### src/acfg_cfg.svh
// Register offsets, field positions and reset values of the configuration bank.
// Assumes inclusion by bare name from the modules and the test bench.
`ifndef ACFG_CFG_SVH
`define ACFG_CFG_SVH
`define ACFG_ADDR_SOFT_RESET 8'h00
`define ACFG_ADDR_READBACK 8'h01
`define ACFG_ADDR_SYNC 8'h02
`define ACFG_ADDR_CLAMP 8'h09
`define ACFG_ADDR_POWER 8'h0F
`define ACFG_ADDR_DRIVE 8'h11
`define ACFG_BIT_SOFT_RESET 0
`define ACFG_BIT_READBACK 0
`define ACFG_BIT_UPPER_ADDR 4
`define ACFG_BIT_SYNC_EN 13
`define ACFG_BIT_CLAMP_EN 10
`define ACFG_BIT_PIN_FUNC 10
`define ACFG_BIT_GLOBAL_POWERDOWN 9
`define ACFG_BIT_STANDBY 8
`define ACFG_MASK_READBACK 16'h0011
`define ACFG_MASK_SYNC 16'h2000
`define ACFG_MASK_CLAMP 16'h0400
`define ACFG_MASK_POWER 16'h07FF
`define ACFG_MASK_DRIVE 16'h0777
`define ACFG_RST_READBACK 16'h0000
`define ACFG_RST_SYNC 16'h0000
`define ACFG_RST_CLAMP 16'h0000
`define ACFG_RST_POWER 16'h0000
`define ACFG_RST_DRIVE 16'h0000
`define ACFG_FRAME_BITS 24
`endif

### src/acfg_pkg.sv
// Types shared by the configuration bank modules.
// Assumes acfg_cfg.svh is on the include path.
package acfg_pkg;
    typedef struct packed {
        logic [7:0] addr;
        logic [15:0] data;
    } acfg_frame_t;

    typedef struct packed {
        logic pin_is_standby;
        logic global_powerdown;
        logic standby;
        logic [7:0] channel_sleep_bits;
    } acfg_power_t;

    typedef struct packed {
        logic chip_powered;
        logic converters_on;
        logic clocks_running;
        logic [7:0] channel_on;
    } acfg_power_state_t;
endpackage

### src/acfg_serial_shift.sv
// Serial front end: captures 24-bit frames and shifts readback data out.
// Assumes sclk, sen_n and sdata were synchronised to clock by the caller.
module acfg_serial_shift
    import acfg_pkg::*;
(
    // Clock and reset.
    input wire logic clock,
    input wire logic rst,
    // Synchronised serial pins.
    input wire logic sclk_rise,
    input wire logic sclk_fall,
    input wire logic sen_n,
    input wire logic sdata,
    // Readback word.
    input wire logic [15:0] read_data,
    // Frame output.
    output acfg_frame_t frame,
    output logic frame_valid,
    output logic [7:0] cur_addr,
    output logic addr_valid,
    output logic serial_data_output_pin
);
`include "acfg_cfg.svh"
    logic [23:0] shift_reg, shift_next;
    logic [4:0] count_reg, count_next;
    logic [15:0] out_reg, out_next;
    logic valid_reg, valid_next;

    always_comb begin
        shift_next = shift_reg;
        count_next = count_reg;
        out_next = out_reg;
        valid_next = 1'b0;
        if (sen_n) begin
            count_next = 5'h00;
        end else if (sclk_rise) begin
            shift_next = {shift_reg[22:0], sdata};
            count_next = count_reg + 5'h01;
            if (count_reg == 5'(`ACFG_FRAME_BITS - 1)) begin
                valid_next = 1'b1;
            end
        end else if (sclk_fall) begin
            if (count_reg == 5'h08) begin
                out_next = read_data;
            end else if (count_reg > 5'h08) begin
                out_next = {out_reg[14:0], 1'b0};
            end
        end
    end

    always_ff @(posedge clock) begin
        if (rst) begin
            shift_reg <= 24'h000000;
            count_reg <= 5'h00;
            out_reg <= 16'h0000;
            valid_reg <= 1'b0;
        end else begin
            shift_reg <= shift_next;
            count_reg <= count_next;
            out_reg <= out_next;
            valid_reg <= valid_next;
        end
    end

    assign frame = shift_reg;
    assign frame_valid = valid_reg;
    assign cur_addr = shift_reg[7:0];
    assign addr_valid = (count_reg >= 5'h08);
    assign serial_data_output_pin = out_reg[15];
endmodule // acfg_serial_shift

### src/acfg_power_ctrl.sv
// Combines power register bits and the power-down pin into power states.
// Assumes the pin level is already synchronised.
module acfg_power_ctrl
    import acfg_pkg::*;
(
    // Settings.
    input acfg_power_t cfg,
    input wire logic powerdown_input,
    // Result.
    output acfg_power_state_t state
);
    logic pin_global;
    logic pin_standby;
    logic global_any;
    logic standby_any;

    always_comb begin
        pin_global = powerdown_input & ~cfg.pin_is_standby;
        pin_standby = powerdown_input & cfg.pin_is_standby;
        global_any = cfg.global_powerdown | pin_global;
        standby_any = cfg.standby | pin_standby;
        state.chip_powered = ~global_any;
        state.clocks_running = ~global_any;
        state.converters_on = ~global_any & ~standby_any;
        for (int i = 0; i < 8; i++) begin
            state.channel_on[i] = state.converters_on &
                ~cfg.channel_sleep_bits[i];
        end
    end
endmodule // acfg_power_ctrl

### src/acfg_regs.sv
// Configuration register bank of an eight-channel converter.
// Assumes a host drives the three-wire serial port; pins are asynchronous.
//
// How it works
// - Reset leaves 16-bit path on eight channels.
// - Reset leaves 1-wire 16x link, 8x/1x clocks.
// - Reset leaves serial readback disabled.
// - Reset makes power pin global power-down.
// - Reset sets 3.5 mA drive, no termination.
// - Reset sets 0 dB gain, processing off.
// - Soft reset bit restores defaults, self-clears.
// - Readback off keeps data pin high-impedance.
// - Readback on drives register data serially.
// - Sync disabled ignores the sync pin.
// - Sync enabled aligns decimation filters.
// - Clamp bit enables 14-bit input clamp.
// - Clamp action timed by sync pin rising edge, even with sync disabled.
// - Pin function bit picks global or standby.
// - Global power-down stops everything incl. buffers.
// - Standby stops converters, clocks keep running.
// - Channel bits power paths down individually.
module acfg_regs
    import acfg_pkg::*;
(
    // Clock and reset.
    input wire logic clock,
    input wire logic rst,
    // Serial configuration pins.
    input wire logic sclk,
    input wire logic sen_n,
    input wire logic sdata,
    output logic serial_data_output_pin_o,
    output logic serial_data_output_pin_oe,
    // Control pins.
    input wire logic powerdown_input,
    input wire logic sync_pin,
    // Configuration outputs.
    output logic upper_address_enable,
    output logic sync_pulse,
    output logic clamp_enable,
    output logic clamp_strobe,
    output logic [2:0] data_driver_current,
    output logic [15:0] drive_current_word,
    output logic resolution_is_14bit,
    output logic low_freq_noise_suppression,
    output logic [3:0] digital_gain,
    output logic termination_enable,
    output acfg_power_state_t power_state
);
`include "acfg_cfg.svh"
    // ------------------------------------------------------------
    // Pin synchronisers
    // ------------------------------------------------------------
    logic sclk_s1_reg, sclk_s2_reg;
    logic [3:0] misc_s1_reg, misc_s2_reg;
    logic sclk_d_reg;
    logic sync_d_reg;

    // Reset values match the idle pin levels, so no false edge or
    // power-down follows reset.
    always_ff @(posedge clock) begin
        if (rst) begin
            sclk_s1_reg <= 1'b0;
            sclk_s2_reg <= 1'b0;
            misc_s1_reg <= 4'h8;
            misc_s2_reg <= 4'h8;
            sclk_d_reg <= 1'b0;
            sync_d_reg <= 1'b0;
        end else begin
            sclk_s1_reg <= sclk;
            sclk_s2_reg <= sclk_s1_reg;
            misc_s1_reg <= {sen_n, sdata, powerdown_input, sync_pin};
            misc_s2_reg <= misc_s1_reg;
            sclk_d_reg <= sclk_s2_reg;
            sync_d_reg <= misc_s2_reg[0];
        end
    end

    logic sclk_rise;
    logic sclk_fall;
    logic sync_rise;
    assign sclk_rise = sclk_s2_reg & ~sclk_d_reg;
    assign sclk_fall = ~sclk_s2_reg & sclk_d_reg;
    assign sync_rise = misc_s2_reg[0] & ~sync_d_reg;

    // ------------------------------------------------------------
    // Serial front end
    // ------------------------------------------------------------
    acfg_frame_t frame;
    logic frame_valid;
    logic [7:0] cur_addr;
    logic addr_valid;
    logic shift_out;
    logic [15:0] read_data;

    acfg_serial_shift u_shift (
        .clock(clock),
        .rst(rst),
        .sclk_rise(sclk_rise),
        .sclk_fall(sclk_fall),
        .sen_n(misc_s2_reg[3]),
        .sdata(misc_s2_reg[2]),
        .read_data(read_data),
        .frame(frame),
        .frame_valid(frame_valid),
        .cur_addr(cur_addr),
        .addr_valid(addr_valid),
        .serial_data_output_pin(shift_out)
    );

    // ------------------------------------------------------------
    // Register file
    // ------------------------------------------------------------
    logic [15:0] readback_reg, readback_next;
    logic [15:0] sync_reg, sync_next;
    logic [15:0] clamp_reg, clamp_next;
    logic [15:0] power_reg, power_next;
    logic [15:0] drive_reg, drive_next;

    always_comb begin
        readback_next = readback_reg;
        sync_next = sync_reg;
        clamp_next = clamp_reg;
        power_next = power_reg;
        drive_next = drive_reg;
        if (frame_valid) begin
            if (frame.addr == `ACFG_ADDR_SOFT_RESET) begin
                // The reset bit is never stored, so it reads back as zero.
                if (frame.data[`ACFG_BIT_SOFT_RESET]) begin
                    readback_next = `ACFG_RST_READBACK;
                    sync_next = `ACFG_RST_SYNC;
                    clamp_next = `ACFG_RST_CLAMP;
                    power_next = `ACFG_RST_POWER;
                    drive_next = `ACFG_RST_DRIVE;
                end
            end else if (frame.addr == `ACFG_ADDR_READBACK) begin
                readback_next = frame.data & `ACFG_MASK_READBACK;
            end else if (frame.addr == `ACFG_ADDR_SYNC) begin
                sync_next = frame.data & `ACFG_MASK_SYNC;
            end else if (frame.addr == `ACFG_ADDR_CLAMP) begin
                clamp_next = frame.data & `ACFG_MASK_CLAMP;
            end else if (frame.addr == `ACFG_ADDR_POWER) begin
                power_next = frame.data & `ACFG_MASK_POWER;
            end else if (frame.addr == `ACFG_ADDR_DRIVE) begin
                drive_next = frame.data & `ACFG_MASK_DRIVE;
            end
        end
    end

    always_ff @(posedge clock) begin
        if (rst) begin
            readback_reg <= `ACFG_RST_READBACK;
            sync_reg <= `ACFG_RST_SYNC;
            clamp_reg <= `ACFG_RST_CLAMP;
            power_reg <= `ACFG_RST_POWER;
            drive_reg <= `ACFG_RST_DRIVE;
        end else begin
            readback_reg <= readback_next;
            sync_reg <= sync_next;
            clamp_reg <= clamp_next;
            power_reg <= power_next;
            drive_reg <= drive_next;
        end
    end

    // ------------------------------------------------------------
    // Readback mux
    // ------------------------------------------------------------
    always_comb begin
        read_data = 16'h0000;
        if (cur_addr == `ACFG_ADDR_READBACK) begin
            read_data = readback_reg;
        end else if (cur_addr == `ACFG_ADDR_SYNC) begin
            read_data = sync_reg;
        end else if (cur_addr == `ACFG_ADDR_CLAMP) begin
            read_data = clamp_reg;
        end else if (cur_addr == `ACFG_ADDR_POWER) begin
            read_data = power_reg;
        end else if (cur_addr == `ACFG_ADDR_DRIVE) begin
            read_data = drive_reg;
        end
    end

    logic readback_on;
    assign readback_on = readback_reg[`ACFG_BIT_READBACK];
    // Data is only driven while the host holds the frame open.
    assign serial_data_output_pin_oe = readback_on & addr_valid &
        ~misc_s2_reg[3];
    assign serial_data_output_pin_o = serial_data_output_pin_oe &
        shift_out;

    // ------------------------------------------------------------
    // Control outputs
    // ------------------------------------------------------------
    logic sync_en;
    assign sync_en = sync_reg[`ACFG_BIT_SYNC_EN];
    assign upper_address_enable = readback_reg[`ACFG_BIT_UPPER_ADDR];
    assign sync_pulse = sync_en & sync_rise;
    assign clamp_enable = clamp_reg[`ACFG_BIT_CLAMP_EN];
    assign clamp_strobe = clamp_enable & sync_rise;
    assign drive_current_word = drive_reg;
    assign data_driver_current = drive_reg[10:8];
    assign resolution_is_14bit = 1'b0;
    assign low_freq_noise_suppression = 1'b0;
    assign digital_gain = 4'h0;
    assign termination_enable = 1'b0;

    acfg_power_t power_cfg;
    assign power_cfg.pin_is_standby = power_reg[`ACFG_BIT_PIN_FUNC];
    assign power_cfg.global_powerdown = power_reg[`ACFG_BIT_GLOBAL_POWERDOWN];
    assign power_cfg.standby = power_reg[`ACFG_BIT_STANDBY];
    assign power_cfg.channel_sleep_bits = power_reg[7:0];

    acfg_power_ctrl u_power (
        .cfg(power_cfg),
        .powerdown_input(misc_s2_reg[1]),
        .state(power_state)
    );
endmodule // acfg_regs

### config.mk
export PLATFORM = sky130hd
export DESIGN_NAME = acfg_regs
export DESIGN_NICKNAME = d
export VERILOG_FILES = /design/src/acfg_pkg.sv /design/src/acfg_serial_shift.sv /design/src/acfg_power_ctrl.sv /design/src/acfg_regs.sv
export VERILOG_INCLUDE_DIRS = /design/src
export SDC_FILE = /design/constraint.sdc
export NUM_CORES = 1
export LEC_CHECK = 0
export ABC_AREA = 1
export BUFFER_PORTS_ARGS = -buffer_cell sky130_fd_sc_hd__clkbuf_2
export CAP_MARGIN = 25
export CORE_MARGIN = 2
export CORE_UTILIZATION = 56
export CTS_CLUSTER_DIAMETER = 80
export CTS_CLUSTER_SIZE = 12
export DETAILED_ROUTE_END_ITERATION = 16
export HOLD_SLACK_MARGIN = 0.12
export PLACE_DENSITY_LB_ADDON = 0.3
export REMOVE_ABC_BUFFERS = 1
export SETUP_SLACK_MARGIN = 0.3
export SYNTH_ARGS = -nofsm -noshare
export SYNTH_HDL_FRONTEND = slang
export SYNTH_SLANG_ARGS = --single-unit
### constraint.sdc
create_clock -name clock -period 2.1 [get_ports clock]
set_clock_uncertainty 0.15 [all_clocks]
set_input_delay 0.21 -clock clock [delete_from_list [all_inputs] [get_ports clock]]
set_output_delay 0.21 -clock clock [all_outputs]
set_load 0.05 [all_outputs]
==> results.py <==
metrics = {
    "synth": {
        "synth_area_leaders": "dfxtp_1 (42%), nand2_1 (9.9%), nor2_1 (7.1%), inv_1 (5.9%), a21oi_1 (5.3%)",
        "netlist_area_um2": 3930,
        "synth_enable_flop_cells": 0,
        "synth.distinct_cells": 36,
        "syn_area_per_cell_um2": 7.12,
        "ys_seq_elements": 82,
        "synth-async-reset-ratio": 0,
        "yosys_warnings": 0,
        "synth_top_cell_area_share": 0.418,
        "synthFlopType": "dfxtp_1",
        "synth.largest_area_cell": "dfxtp_1",
        "synthCells": 552,
        "seq_area_frac_synth": 0.418,
    },
    "drt": {
        "ant_nets": 0,
        "drtIter0Drc": 329,
        "drc": 0,
        "wl_um": 9050,
        "drt-pass1-iter-count": 5,
        "routedWlPerCell_um": 13.1,
        "via_per_inst": 5.15,
        "vias": 3556,
    },
    "timing": {
        "min_period_over_period": 0.852,
        "rsz0062_at_grt": "true",
        "min_period_ns": 1.79,
        "maxSlewViolCount": 0,
        "fin_ws_ns": 0.312,
        "whs_ns": 0.187,
        "hold_viol": 0,
        "setup_viol": 0,
        "max_freq_ghz": 0.559,
    },
    "critical_path": {
        "cp.required_ns": 1.74,
        "startpoint": "power_reg[9]",
        "crit_type": "flop to primary output",
        "worstReg2RegStart": "u_shift.frame[5]",
        "crit_arrival_ns": 1.43,
        "crit_chain": "nor3_2 -> inv_2 -> nor2_1 -> clkbuf_8",
        "end_kind": "primary output",
        "path_max_fanout": 8,
        "start_kind": "flop",
        "cpPeakStageDelay_ns": 0.36,
        "r2r-end": "u_shift.out_reg[8]",
        "rr_worst_depth": 8,
        "cp_slowest_cell": "dfxtp_1",
        "regToRegSetupSlack_ns": 0.41,
    },
    "global_routing": {
        "grt_first_pass_wirelength_um": 14900,
        "antenna_found_initial": 0,
        "grt_max_degree": 42,
        "grt_overflow": 0,
        "grt_pass1_vias": 3261,
        "grt_use_total": 0.246,
    },
    "floorplan": {
        "die_area_um2": 7710,
        "fp.coreArea_um2": 6790,
        "io_pins": 50,
        "fp.dieH_um": 87.8,
        "initial_core_util": 0.579,
        "rows": 30,
        "fp.dieW_um": 87.8,
    },
    "placed_design": {
        "place.gp.congestion": 0.861,
        "dp_hpwl_um": 6220,
        "pre_cts_slack_ns": 0.271,
        "portBuffers": 35,
    },
    "power": {
        "power_density_nw_per_um2": 665,
        "vdd.ir_drop.worst_uv": 486,
        "p_leak_nw": 1.87,
    },
    "clock_tree": {
        "cts_tree": "yes",
        "clk_path_buf_depth": 2,
        "h-tree-depth": 3,
        "clkLatencyLatePin_ns": 0.36,
        "cts_made_buffers": 9,
        "clock-sinks": 82,
        "cts.clk_slew.worst_paths_ns": 0.09,
        "root_buffer": "clkbuf_8",
    },
    "flow_run": {
        "maxCapViolations": 0,
    },
    "cells_and_area": {
        "diodes": 0,
        "largest_reg_flops": 24,
        "drive_gt1_frac": 0.215,
        "syn_to_final_growth_pct": 13.9,
        "nNetsFinal": 599,
    },
    "worst_hold_path": {
        "hold_depth": 3,
        "hold_end": "misc_s1_reg[0]",
        "min_from": "rst",
        "hp-class": "input port to flop",
    },
    "status": {
        "status": "finished clean",
    },
}
worst max path at each step:
stage	slack (ns)	endpoint	cells past startpoint
after floorplan	-0.80	power_state[0]	3
after global placement	0.33	drive_current_word[8]	8
after detailed placement	0.27	drive_current_word[8]	8
after CTS	0.31	serial_data_output_pin_o	4
after global routing	0.23	power_state[2]	4
final	0.31	power_state[0]	4
report_power, final:
| group | total, W | switching, W | internal [W] |
|---|---|---|---|
| registers | 0.00158 | 0.00000811 | 0.00157 |
| logic | 0.000236 | 0.000181 | 0.0000554 |
| clock network | 0.00117 | 0.000607 | 0.000559 |
synth_stat cells (3+ instances only):
master	instances
a21oi_1	42
a21oi_2	10
a31oi_1	3
buf_1	4
buf_2	4
buf_4	18
buf_6	3
clkbuf_1	9
dfxtp_1	82
inv_1	62
inv_2	7
nand2_1	104
nand2_2	9
nand2_4	3
nand3_1	40
nand4_1	11
nor2_1	74
nor2_2	9
nor3_1	7
o21ai_0	32
cell families (layout without fill, tap and decap cells):
group	count (synthesis)	after routing	synth area share
AND/OR/NAND/NOR	267	267	0.312
buffers and inverters	108	138	0.127
AO/OA/AOI/OAI	92	92	0.136
flip-flops	82	82	0.418
adder cells (fa/ha/maj)	2	2	0.00636
other	1	14	0.000954
per-layer routing:
metal  vias up  GRT usage  wire [um]
li1       1804          -          -
met1      1615      0.316       3990
met2       117      0.402       4390
met3        20     0.0452        454
met4         0      0.116        220
met5         -          0          0
placed cells by master, fill, tap and decap left out, drive strengths merged, types with 3 or more instances in the layout:
cell and instances:
a21oi 54, a31oi 3, buf 19, clkbuf 37, conb 14, dfxtp 82
dlygate4sd3 5, inv 72, nand2 116, nand3 40, nand4 12, nor2 85
nor3 8, o21ai 33
what timing repair did:
| item | 4_1_cts | 5_1_grt |
|---|---|---|
| setup endpoints to repair | 12 | 27 |
| hold buffers | 5 | 0 |
| gates resized for setup | 10 | 34 |
| pin swaps | 1 | 6 |
| setup buffers | 1 | 3 |
| hold endpoints to repair | 5 | 0 |
worst max-delay path, delay by kind of cell, from the launching register on:
kind | cells | cell delay, ns
AND/OR/NAND/NOR | 2 | 0.39
flip-flops | 1 | 0.36
buffers and inverters | 2 | 0.33
stage by stage:
| step | setup TNS, ns | instances | total power (W) | utilization | instance area (um^2) |
|---|---|---|---|---|---|
| global route | 0 | 691 | 0.00307 | 0.659 | 4480 |
| CTS | 0 | 688 | 0.00299 | 0.648 | 4400 |
| detailed placement | 0 | 666 | 0.00183 | 0.605 | 4110 |
| floorplan | -6.94 | 527 | 0.00177 | - | 3740 |
| finish | 0 | 691 | 0.00298 | 0.659 | 4480 |
| global placement | 0 | 666 | 0.00183 | 0.605 | 4110 |
final cells by class:
class                      instances  area (um^2)
multi-input combinational        375         1880
fill                             616         2320
inverter                          70          263
clock inverter                     7         76.3
clock buffer                       9          124
tap                               96          120
timing repair buffer              52          365
sequential                        82         1650
Note: power is estimated with default switching activity, not from simulation.
